<file path="config.mk">
export PLATFORM = sky130hd
export DESIGN_NAME = cis_top
export DESIGN_NICKNAME = d
export VERILOG_FILES = /design/src/rtl/cis_pin_edge.v /design/src/rtl/cis_shadow_bank.v /design/src/rtl/cis_top.v
export VERILOG_INCLUDE_DIRS = /design/src /design/src/rtl
export SDC_FILE = /design/constraint.sdc
export NUM_CORES = 1
export LEC_CHECK = 0
export ABC_AREA = 1
export BUFFER_PORTS_ARGS = -buffer_cell sky130_fd_sc_hd__buf_4
export CORE_MARGIN = 2
export CORE_UTILIZATION = 51
export DETAILED_ROUTE_END_ITERATION = 8
export PLACE_DENSITY = 0.81
export SYNTH_ARGS = -nofsm -noshare
export SYNTH_HDL_FRONTEND = slang
export SYNTH_SLANG_ARGS = --single-unit
</file>
<file path="constraint.sdc">
create_clock -name aclk -period 3 [get_ports aclk]
set_clock_uncertainty 0.15 [all_clocks]
set_input_delay 0.45 -clock aclk [delete_from_list [all_inputs] [get_ports aclk]]
set_output_delay 0.45 -clock aclk [all_outputs]
set_load 0.1 [all_outputs]
</file>
<file path="src/rtl/cis_defs.vh">
`ifndef CIS_DEFS_VH
`define CIS_DEFS_VH

// Register byte offsets on the AXI4-Lite port.
`define CIS_A_CORE 8'h00
`define CIS_A_PFL1 8'h04
`define CIS_A_PFL2 8'h08
`define CIS_A_PEN1 8'h0c
`define CIS_A_PEN2 8'h10
`define CIS_A_OPT 8'h14
`define CIS_A_STAT 8'h18
`define CIS_A_CNT 8'h1c
// Shadow copies occupy 8'h20 to 8'h3c, one byte per word.
`define CIS_SHD_PAGE 3'h1

// Field positions in irq_core_control.
`define CIS_B_GIE 7
`define CIS_B_PERIPH_GROUP_ENABLE 6
`define CIS_B_TMR_EN 5
`define CIS_B_EXT_EN 4
`define CIS_B_CHG_EN 3
`define CIS_B_TMR_F 2
`define CIS_B_EXT_F 1
`define CIS_B_CHG_F 0
// Field position of ext_pin_edge_select in the option register.
`define CIS_B_EDGE 6

// Shadow word that holds the status register, and the mask of bits kept in it.
`define CIS_SHD_STATUS 1
`define CIS_STATUS_KEEP 8'he7

`define CIS_VECTOR 15'h0004

// Quadrature phases of one instruction cycle.
`define CIS_Q1 2'h0
`define CIS_Q4 2'h3

// Synchroniser fill count after reset before edges are believed.
`define CIS_SYNC_FILL 2'h3

`define CIS_RESP_OKAY 2'h0
`define CIS_RESP_SLVERR 2'h2

`endif

</file>
<file path="src/rtl/cis_pin_edge.v">
`timescale 1ns/10ps
`include "cis_defs.vh"
module cis_pin_edge (
  input wire aclk, // Instruction logic clock.
  input wire aresetn, // Synchronous reset, active low.
  input wire pin_async, // Raw external interrupt pin.
  input wire rise_sel, // High selects rising edge, low falling.
  output reg edge_seen // One-cycle pulse on the selected edge.
);

  reg meta;
  reg stable;
  reg last;
  reg [1:0] warm;

  // Edges are ignored until both stages hold real pin samples, so a pin
  // that idles high gives no false edge after reset. The price is that an
  // edge in the first few cycles after reset is lost.
  always @(posedge aclk) begin
    if (!aresetn) begin
      meta <= 1'b0;
      stable <= 1'b0;
      last <= 1'b0;
      edge_seen <= 1'b0;
      warm <= 2'h0;
    end else begin
      meta <= pin_async;
      stable <= meta;
      last <= stable;
      if (warm != `CIS_SYNC_FILL) begin
        warm <= warm + 2'h1;
      end
      edge_seen <= (warm == `CIS_SYNC_FILL) &&
                   (rise_sel ? (stable & ~last) : (~stable & last));
    end
  end

endmodule

</file>
<file path="src/rtl/cis_shadow_bank.v">
`timescale 1ns/10ps
module cis_shadow_bank #(
  parameter WORDS = 8,
  parameter WIDTH = 8,
  parameter IDX_W = 3
) (
  input wire aclk, // Clock.
  input wire aresetn, // Synchronous reset, active low.
  input wire save, // Load every word at once.
  input wire [WORDS*WIDTH-1:0] save_data, // Words to load on save.
  input wire wr_en, // Write one word from software.
  input wire [IDX_W-1:0] wr_idx, // Word index for a software write.
  input wire [WIDTH-1:0] wr_data, // Software write data.
  output reg [WORDS*WIDTH-1:0] contents // All words, from flip-flops.
);

  // A context save wins over a software write in the same cycle.
  always @(posedge aclk) begin
    if (!aresetn) begin
      contents <= {WORDS*WIDTH{1'b0}};
    end else if (save) begin
      contents <= save_data;
    end else if (wr_en) begin
      contents[wr_idx*WIDTH +: WIDTH] <= wr_data;
    end
  end

endmodule

</file>
<file path="src/rtl/cis_top.v">
`timescale 1ns/10ps
`include "cis_defs.vh"
module cis_top #(
  parameter PC_W = 15,
  parameter CTX_WORDS = 8
) (
  input wire aclk, // Clock, one quadrature phase per edge.
  input wire aresetn, // Synchronous reset, active low.
  input wire [7:0] awaddr, // AXI write address.
  input wire awvalid, // AXI write address valid.
  output wire awready, // AXI write address ready.
  input wire [31:0] wdata, // AXI write data.
  input wire [3:0] wstrb, // AXI write byte strobes.
  input wire wvalid, // AXI write data valid.
  output wire wready, // AXI write data ready.
  output reg [1:0] bresp, // AXI write response.
  output reg bvalid, // AXI write response valid.
  input wire bready, // AXI write response ready.
  input wire [7:0] araddr, // AXI read address.
  input wire arvalid, // AXI read address valid.
  output wire arready, // AXI read address ready.
  output reg [31:0] rdata, // AXI read data.
  output reg [1:0] rresp, // AXI read response.
  output reg rvalid, // AXI read data valid.
  input wire rready, // AXI read data ready.
  input wire ext_pin, // External interrupt pin, asynchronous.
  input wire timer_evt, // Core timer overflow pulse.
  input wire change_pend, // Pin-change summary level from port logic.
  input wire [7:0] periph_evt_one, // Peripheral event pulses, group one.
  input wire [7:0] periph_evt_two, // Peripheral event pulses, group two.
  input wire core_sleeping, // Core is in sleep.
  input wire return_from_handler, // Core executes handler return.
  input wire [PC_W-1:0] pc_now, // Program counter to be pushed.
  input wire [CTX_WORDS*8-1:0] ctx_live, // Live context words.
  output reg [1:0] q_phase, // Current quadrature phase.
  output wire irq_request, // Interrupt request level.
  output reg flush_prefetch, // Discard prefetched instruction.
  output reg stack_push, // Push push_addr onto the stack.
  output reg [PC_W-1:0] push_addr, // Return address.
  output reg pc_load, // Load pc_value into the PC.
  output reg [PC_W-1:0] pc_value, // Interrupt vector.
  output reg stack_pop, // Pop the return address.
  output reg ctx_restore, // Copy ctx_restore_data into the core.
  output wire [CTX_WORDS*8-1:0] ctx_restore_data, // Shadow words.
  output reg wake // Leave sleep.
);

  localparam S_IDLE = 2'h0;
  localparam S_FLUSH = 2'h1;
  localparam S_POST = 2'h2;

  reg [1:0] state;
  reg global_irq_enable;
  reg periph_group_enable;
  reg tmr_enable;
  reg ext_pin_irq_enable;
  reg chg_enable;
  reg tmr_flag;
  reg ext_pin_irq_flag;
  reg ext_hold;
  reg ext_pin_edge_select;
  reg [7:0] periph_flags_one;
  reg [7:0] periph_flags_two;
  reg [7:0] periph_enable_one;
  reg [7:0] periph_enable_two;
  reg [7:0] taken_count;
  reg aw_hold;
  reg [7:0] aw_addr;
  reg w_hold;
  reg [7:0] w_byte;
  reg w_lane;
  reg [7:0] rd_byte;
  reg rd_hit;
  reg [CTX_WORDS*8-1:0] save_words;

  wire q1;
  wire ext_phase_ok;
  wire ext_edge;
  wire ext_set;
  wire core_pend;
  wire periph_pend;
  wire any_pend;
  wire dispatch;
  wire do_write;
  wire wr_hit;
  wire wr_core;
  wire wr_shd;
  wire ctx_save;

  // Phase divider: each instruction cycle is four clock edges long.
  always @(posedge aclk) begin
    if (!aresetn) begin
      q_phase <= `CIS_Q1;
    end else begin
      q_phase <= q_phase + 2'h1;
    end
  end

  assign q1 = (q_phase == `CIS_Q1);

  cis_pin_edge u_pin (
    .aclk(aclk),
    .aresetn(aresetn),
    .pin_async(ext_pin),
    .rise_sel(ext_pin_edge_select),
    .edge_seen(ext_edge)
  );

  // Pin flag window Q4-Q1.
  // An edge seen in the middle phases is held until the window opens.
  assign ext_phase_ok = (q_phase == `CIS_Q4) || q1;
  assign ext_set = (ext_edge | ext_hold) & ext_phase_ok;

  always @(posedge aclk) begin
    if (!aresetn) begin
      ext_hold <= 1'b0;
    end else begin
      ext_hold <= (ext_edge | ext_hold) & ~ext_phase_ok;
    end
  end

  assign core_pend = (tmr_enable & tmr_flag) |
                     (ext_pin_irq_enable & ext_pin_irq_flag) |
                     (chg_enable & change_pend);
  assign periph_pend = |(periph_flags_one & periph_enable_one) |
                       |(periph_flags_two & periph_enable_two);
  assign any_pend = core_pend | (periph_group_enable & periph_pend);
  assign irq_request = global_irq_enable & any_pend;

  // Fixed cadence, no instruction length.
  // The core's own decode never enters into this, so one- and two-cycle
  // instructions see the same latency.
  assign dispatch = q1 && (state != S_FLUSH) && irq_request &&
                    !(core_sleeping && state == S_IDLE);
  assign ctx_save = dispatch;

  always @(posedge aclk) begin
    if (!aresetn) begin
      state <= S_IDLE;
      flush_prefetch <= 1'b0;
      stack_push <= 1'b0;
      push_addr <= {PC_W{1'b0}};
      pc_load <= 1'b0;
      pc_value <= {PC_W{1'b0}};
      wake <= 1'b0;
      taken_count <= 8'h00;
    end else begin
      flush_prefetch <= 1'b0;
      stack_push <= 1'b0;
      pc_load <= 1'b0;
      wake <= 1'b0;
      if (q1) begin
        case (state)
          S_IDLE, S_POST: begin
            if (core_sleeping && state == S_IDLE) begin
              if (any_pend) begin
                wake <= 1'b1;
                state <= S_POST;
              end
            end else if (dispatch) begin
              flush_prefetch <= 1'b1;
              stack_push <= 1'b1;
              push_addr <= pc_now;
              taken_count <= taken_count + 8'h01;
              state <= S_FLUSH;
            end else begin
              state <= S_IDLE;
            end
          end
          S_FLUSH: begin
            pc_load <= 1'b1;
            pc_value <= `CIS_VECTOR;
            state <= S_IDLE;
          end
          default: begin
            state <= S_IDLE;
          end
        endcase
      end
    end
  end

  always @(posedge aclk) begin
    if (!aresetn) begin
      stack_pop <= 1'b0;
      ctx_restore <= 1'b0;
    end else begin
      stack_pop <= return_from_handler;
      ctx_restore <= return_from_handler;
    end
  end

  always @* begin
    save_words = ctx_live;
    save_words[`CIS_SHD_STATUS*8 +: 8] =
      ctx_live[`CIS_SHD_STATUS*8 +: 8] & `CIS_STATUS_KEEP;
  end

  cis_shadow_bank #(
    .WORDS(CTX_WORDS),
    .WIDTH(8),
    .IDX_W(3)
  ) u_shadow (
    .aclk(aclk),
    .aresetn(aresetn),
    .save(ctx_save),
    .save_data(save_words),
    .wr_en(wr_shd),
    .wr_idx(aw_addr[4:2]),
    .wr_data(w_byte),
    .contents(ctx_restore_data)
  );

  // AXI write channel: address and data are taken in either order.
  assign awready = ~aw_hold;
  assign wready = ~w_hold;
  assign do_write = aw_hold & w_hold & ~bvalid;
  assign wr_hit = (aw_addr[7:5] == `CIS_SHD_PAGE) ||
                  (aw_addr <= `CIS_A_CNT && aw_addr[1:0] == 2'h0);
  assign wr_core = do_write && w_lane && aw_addr == `CIS_A_CORE;
  assign wr_shd = do_write && w_lane && aw_addr[7:5] == `CIS_SHD_PAGE &&
                  aw_addr[1:0] == 2'h0;

  always @(posedge aclk) begin
    if (!aresetn) begin
      aw_hold <= 1'b0;
      aw_addr <= 8'h00;
      w_hold <= 1'b0;
      w_byte <= 8'h00;
      w_lane <= 1'b0;
      bvalid <= 1'b0;
      bresp <= `CIS_RESP_OKAY;
    end else begin
      if (awvalid && !aw_hold) begin
        aw_hold <= 1'b1;
        aw_addr <= awaddr;
      end
      if (wvalid && !w_hold) begin
        w_hold <= 1'b1;
        w_byte <= wdata[7:0];
        w_lane <= wstrb[0];
      end
      if (do_write) begin
        aw_hold <= 1'b0;
        w_hold <= 1'b0;
        bvalid <= 1'b1;
        bresp <= wr_hit ? `CIS_RESP_OKAY : `CIS_RESP_SLVERR;
      end else if (bvalid && bready) begin
        bvalid <= 1'b0;
      end
    end
  end

  // Reset clears all enables.
  // Hardware changes to the global enable win over a software write.
  always @(posedge aclk) begin
    if (!aresetn) begin
      global_irq_enable <= 1'b0;
      periph_group_enable <= 1'b0;
      tmr_enable <= 1'b0;
      ext_pin_irq_enable <= 1'b0;
      chg_enable <= 1'b0;
      periph_enable_one <= 8'h00;
      periph_enable_two <= 8'h00;
      ext_pin_edge_select <= 1'b1;
    end else begin
      if (wr_core) begin
        global_irq_enable <= w_byte[`CIS_B_GIE];
        periph_group_enable <= w_byte[`CIS_B_PERIPH_GROUP_ENABLE];
        tmr_enable <= w_byte[`CIS_B_TMR_EN];
        ext_pin_irq_enable <= w_byte[`CIS_B_EXT_EN];
        chg_enable <= w_byte[`CIS_B_CHG_EN];
      end
      if (dispatch) begin
        global_irq_enable <= 1'b0;
      end else if (return_from_handler) begin
        global_irq_enable <= 1'b1;
      end
      if (do_write && w_lane && aw_addr == `CIS_A_PEN1) begin
        periph_enable_one <= w_byte;
      end
      if (do_write && w_lane && aw_addr == `CIS_A_PEN2) begin
        periph_enable_two <= w_byte;
      end
      if (do_write && w_lane && aw_addr == `CIS_A_OPT) begin
        ext_pin_edge_select <= w_byte[`CIS_B_EDGE];
      end
    end
  end

  // Pin edge sets flag.
  // An event in the cycle of a software clear still sets its flag.
  always @(posedge aclk) begin
    if (!aresetn) begin
      tmr_flag <= 1'b0;
      ext_pin_irq_flag <= 1'b0;
      periph_flags_one <= 8'h00;
      periph_flags_two <= 8'h00;
    end else begin
      tmr_flag <= (wr_core ? w_byte[`CIS_B_TMR_F] : tmr_flag) | timer_evt;
      ext_pin_irq_flag <= (wr_core ? w_byte[`CIS_B_EXT_F] :
                           ext_pin_irq_flag) | ext_set;
      periph_flags_one <= ((do_write && w_lane &&
                            aw_addr == `CIS_A_PFL1) ?
                           w_byte : periph_flags_one) | periph_evt_one;
      periph_flags_two <= ((do_write && w_lane &&
                            aw_addr == `CIS_A_PFL2) ?
                           w_byte : periph_flags_two) | periph_evt_two;
    end
  end

  // Read decode; the pin-change flag is the live summary from the port.
  always @* begin
    rd_byte = 8'h00;
    rd_hit = 1'b1;
    if (araddr[7:5] == `CIS_SHD_PAGE && araddr[1:0] == 2'h0) begin
      rd_byte = ctx_restore_data[{araddr[4:2], 3'h0} +: 8];
    end else begin
      case (araddr)
        `CIS_A_CORE: rd_byte = {global_irq_enable, periph_group_enable,
                                tmr_enable, ext_pin_irq_enable, chg_enable,
                                tmr_flag, ext_pin_irq_flag, change_pend};
        `CIS_A_PFL1: rd_byte = periph_flags_one;
        `CIS_A_PFL2: rd_byte = periph_flags_two;
        `CIS_A_PEN1: rd_byte = periph_enable_one;
        `CIS_A_PEN2: rd_byte = periph_enable_two;
        `CIS_A_OPT: rd_byte = {1'b0, ext_pin_edge_select, 6'h00};
        `CIS_A_STAT: rd_byte = {irq_request, any_pend, core_sleeping,
                                1'b0, state, q_phase};
        `CIS_A_CNT: rd_byte = taken_count;
        default: rd_hit = 1'b0;
      endcase
    end
  end

  assign arready = ~rvalid;

  always @(posedge aclk) begin
    if (!aresetn) begin
      rvalid <= 1'b0;
      rdata <= 32'h0000_0000;
      rresp <= `CIS_RESP_OKAY;
    end else if (arvalid && !rvalid) begin
      rvalid <= 1'b1;
      rdata <= {24'h00_0000, rd_byte};
      rresp <= rd_hit ? `CIS_RESP_OKAY : `CIS_RESP_SLVERR;
    end else if (rvalid && rready) begin
      rvalid <= 1'b0;
    end
  end

endmodule

</file>
==> results of run 1 <==
[final cells by class]
| class | count | area (um2) |
|---|---|---|
| Tap cell | 225 | 282 |
| Clock buffer | 20 | 467 |
| Multi-Input combinational cell | 992 | 4520 |
| Fill cell | 1581 | 5880 |
| Inverter | 126 | 473 |
| Sequential cell | 174 | 3480 |
| Clock inverter | 11 | 110 |
| Timing Repair Buffer | 258 | 1960 |
[registers in the layout, indices dropped and copies added (netlist names), 2 cells and up]
| name | flops |
|---|---|
| periph_enable_one | 8 |
| push_addr | 15 |
| state | 2 |
| periph_flags_two | 8 |
| w_byte | 8 |
| aw_addr | 8 |
| taken_count | 8 |
| periph_enable_two | 8 |
| rdata | 8 |
| periph_flags_one | 8 |
| u_shadow.contents | 64 |
| u_pin.warm | 2 |
| q_phase | 2 |
[final timing paths]
path	start	end	cells after the start
max	periph_flags_two[6]	irq_request	7
min	ext_pin	u_pin.meta	3
max reg2reg	aw_addr[2]	u_shadow.contents[51]	11
min reg2reg	u_pin.meta	u_pin.stable	2
[layer usage]
metal  part of all wire [%]  global-route usage, %  vias to the layer above
met4                    2.9                   12.2                        0
met1                     41                   40.6                     4383
met5                      0                      0                        -
met3                     10                   8.02                       63
met2                     46                   50.4                      496
li1                       -                      -                     4694
[worst register-to-register path, cell delays in order (launching register included)]
cell and delay [ps]:
dfxtp_1 480, inv_1 100, ha_1 220, ha_1 300, inv_1 130, nand2_1 100, nor2_4 180, nand3_2 200
or2_2 340, nand3_1 80, nand2_1 50, nor2_1 110
[logic make-up after synthesis]
kind of cell             after synthesis  synth area share (%)
flip-flops                           174                  39.2
adder cells (fa/ha/maj)                8                  1.13
AND/OR/NAND/NOR                      735                  34.6
XOR/XNOR                               7                 0.690
other                                  1                0.0422
AO/OA/AOI/OAI                        202                  12.6
buffers and inverters                225                  11.7
[power by group]
group	internal, mW	switching (mW)
combinational	0.231	0.676
clock	1.21	0.988
sequential	2.37	0.0506
total	3.82	1.71
[cell usage in the layout (no fill, tap or decap), types with 8 or more instances in the layout]
master	Yosys	routed
inv_1	122	122
ha_1	8	8
nand3_1	107	107
nand2_1	344	344
buf_4	45	256
clkbuf_16	0	17
nor3_1	10	10
o21ai_0	64	64
a21oi_1	95	95
dfxtp_1	174	174
nor2_1	223	223
nand4_1	28	28
conb_1	1	40
==> qor.yml, run 1 <==
status: "finished, final reports clean"
yosysWarnings: 0
drtAntennaViolNets: 0
die-width_um: 136
first_pass_iters: 6
antenna_found_initial: 1
synth_commonest_cells: "nand2_1 (344), nor2_1 (223), dfxtp_1 (174)"
die_area_um2: 18500
grt_max_degree: 74
areaGrowthSynthToFinish_pct: 27.1
crit_slowest_cell: "dfxtp_1"
io_pins: 303
coreArea_um2: 17200
power_mw: 5.53
cts_buffers: 17
fmax_mhz: 396
timing.final.ws_setup_ps: 472
critPathArrivalTime_ps: 1930
first_iter_violations: 1024
grt_usage_pct: 31.4
die_y_um: 136
cap_violations: 0
vias: 9636
netlist.area_leader.share_pct: 39.2
rows: 48
postCtsSetupRepairBufs: 0
diodes: 0
synth-async-reset-ratio_pct: 0
power_leakage_nw: 5.60
nets: 1736
drc_errors: 0
synth_most_common_cell: "nand2_1"
syn-instance-count: 1352
ff2ff_setup_slack_ps: 490
ys_seq_area_share_pct: 39.2
finalInstanceArea_um2: 11300
drive_above_1_share_pct: 19.7
slew_headroom_pct: 35.5
netlist_area_um2: 8890
tns_ps: 0
io_buffers: 233
startpoint_type: "flop"
netlist_top_cells_area: "dfxtp_1 (39%), nand2_1 (15%), nor2_1 (9.4%), nand3_1 (6.0%), a21oi_1 (5.3%)"
drt-total-wl_um: 29400
cp_cell_sequence: "nand2_1 > nand2_1 > nor2_1 > nand2_1 > o21ai_1 > a21boi_2 > buf_4"
synth_edf_count: 0
hpwl_um: 22400
cts_tree: "built"
yosysUniqueCellTypes: 40
post_drt_via_cell_ratio: 5.34
placed_cell_area_um2: 10700
path_common_cell: "nand2_1"
finalHoldViolCount: 0
finalCriticalPeriod_ps: 2530
grt_pass1_vias: 8614
endpoint_kind: "primary output"
finalCritPeriodShare_pct: 84.3
worstPathBufferInverterCount: 1
power.density_nw_per_um2: 490
clkSlewWorstSetupHoldPaths_ps: 70
start_util_pct: 51.7
hold_path.class: "in2reg"
setup_viol: 0
crit_family: "compound AO/OA/AOI/OAI gates"
holdWs_ps: 35.9
yosysTopAreaCell: "dfxtp_1"
post_drt_wl_per_cell_um: 16.3
ys_seq_elements: 174
root_buffer: "clkbuf_16"
ctsHoldBuffers: 0
avgSynthCellArea_um2: 6.57
overflow: 0
rsz0062_at_grt: "false"
clkLatencyLatePin_ps: 450
tightest_slew_ps: 965
utilization_pct: 65.8
cts_max_level: 4
grt_pass1_wl_um: 45000
slew_viol_final: 0
pre_cts_ws_ps: 529
peakVddDrop_mv: 0.456
dp.cells: 1775
crit_fanout: 7
cts_resized: 0
slowest_delay_ps: 430
instances_no_fill: 1806
cts_buffer_depth: 2
synth_flop_cell: "dfxtp_1"
crit_type: "reg2out"
gp_congestion: 1.04
cp.required_ps: 2400
numClockSinks: 174
Power figures use the tool's default switching activity.
==> run 2, diff against run 1 <==
==> constraint.sdc (replaced) <==
create_clock -name aclk -period 2.65 [get_ports aclk]
set_clock_uncertainty 0.15 [all_clocks]
set_input_delay 0.3975 -clock aclk [delete_from_list [all_inputs] [get_ports aclk]]
set_output_delay 0.3975 -clock aclk [all_outputs]
set_load 0.1 [all_outputs]
==> qor.yml, run 2 (synthesized netlist as in run 1, its figures left out) <==
overflow: 0  # unchanged
hold_path.class: "in2reg"
tightest_slew_ps: 704  # -261 ps
dp.cells: 1783  # +0.45%
instances_no_fill: 1816  # +0.55%
grt_pass1_wl_um: 45500  # +1.2%
power_leakage_nw: 5.66  # +1.0%
fmax_mhz: 403
cp.required_ps: 2830  # +430 ps
die_y_um: 136  # unchanged
top_regs: "u_shadow.contents x64, push_addr x15"
drtAntennaViolNets: 0  # unchanged
numClockSinks: 174  # unchanged
root_buffer: "clkbuf_16"
rows: 48  # unchanged
finalCriticalPeriod_ps: 2480
diodes: 0  # unchanged
top_usage_layer: "met2"
gp_congestion: 1.08  # +3.8%
grt_usage_pct: 31.8  # +0.34 points
rsz0062_at_grt: "false"
nets: 1745  # +0.52%
final_cell_mix: "nand2_1 (344), buf_4 (265), nor2_1 (223)"
finalCritPeriodShare_pct: 93.7
slew_viol_final: 0  # unchanged
top_register: "u_shadow.contents"
cts_tree: "built"
coreArea_um2: 17200  # unchanged
cap_violations: 0  # unchanged
cts_buffers: 17  # unchanged
largest_register_ff_count: 64  # unchanged
peakVddDrop_mv: 0.501  # +9.7%
n_fill_cell: 1610  # +1.8%
grt_max_degree: 80  # +8.1%
areaGrowthSynthToFinish_pct: 28.2
mostFrequentLayoutCell: "nand2_1"
die_area_um2: 18500  # unchanged
grt_util_met2_pct: 50.9  # +0.53 points
crit_fanout: 9  # +2
post_drt_via_cell_ratio: 5.41  # +1.3%
hpwl_um: 22700  # +1.3%
crit_type: "reg2reg"
postCtsSetupRepairBufs: 0  # unchanged
power.density_nw_per_um2: 562  # +15%
status: "finished, final reports clean"
clkSlewWorstSetupHoldPaths_ps: 70  # about the same
finalHoldViolCount: 0  # unchanged
tns_ps: 0  # unchanged
cts_buffer_depth: 2  # unchanged
cts_resized: 0  # unchanged
ctsHoldBuffers: 1  # +1
critPathArrivalTime_ps: 2660  # +730 ps
endpoint_kind: "flop"
clkLatencyLatePin_ps: 430  # -20 ps
grt_pass1_vias: 8819  # +2.4%
antenna_found_initial: 0  # -1
post_drt_wl_per_cell_um: 16.4  # +0.99%
drt-total-wl_um: 29800  # +1.5%
startpoint_type: "flop"
drive_above_1_share_pct: 20.2  # +0.44 points
first_iter_violations: 1002  # -2.1%
setup_viol: 0  # unchanged
grtUsageMet3_pct: 5.59  # -2.4 points
io_buffers: 233  # unchanged
power_mw: 6.41  # +16%
drc_errors: 0  # unchanged
start_util_pct: 51.7  # unchanged
first_pass_iters: 6  # unchanged
slew_headroom_pct: 53.0  # +18 points
die-width_um: 136  # unchanged
vias: 9817  # +1.9%
io_pins: 303  # unchanged
cts_max_level: 4  # unchanged
use_met1_pct: 42.3  # +1.8 points
==> run 2: area by class of cell <==
type	count	area [um2]	share of cell area (%)
well taps	225	282	2.47
clock buffers	21	460	4.04
repair buffers	267	2020	17.7
clock inverters	11	155	1.36
inverters	126	477	4.18
flip-flops and latches	174	3480	30.6
multi-input cells	992	4520	39.7
==> run 2: worst max-delay path, cell delays in order, from the launching register on <==
cell,delay [ps]
dfxtp_1,350
inv_1,110
ha_1,220
ha_1,300
inv_1,130
nand3_1,80
or2_2,320
nor2_4,200
inv_1,190
nand2_1,100
nand3_1,80
nand2_1,90
nor2_1,50
==> run 2: stage by stage <==
stage	utilization [%]	hold WS [ps]	instance area [um2]	setup WS, ps
finish	66.4	15.5	11400	166
global route	66.4	22.7	11400	8.61
CTS	66.4	14.0	11400	180
floorplan	-	240	9040	221
detailed placement	62.7	262	10800	210
global placement	62.7	252	10800	295
==> run 2: layer usage <==
layer	part of all wire, %	routed length [um]
met5	0	0
met4	3.4	1000
met3	9.3	2790
met2	46	13700
met1	41	12300
==> run 2: report_power, final <==
part | switching (mW) | total (mW) | internal [mW]
combinational | 0.772 | 1.04 | 0.266
clock | 1.08 | 2.63 | 1.55
sequential | 0.0574 | 2.75 | 2.69
total | 1.91 | 6.41 | 4.50
==> run 2: path summary, 6_finish.rpt <==
check,from,endpoint,slack [ps],cells after the start
max,aw_addr[3],u_shadow.contents[4],170,12
min,periph_evt_one[0],periph_flags_one[0],20,3
max reg2reg,aw_addr[3],u_shadow.contents[4],170,12
min reg2reg,u_pin.meta,u_pin.stable,280,2
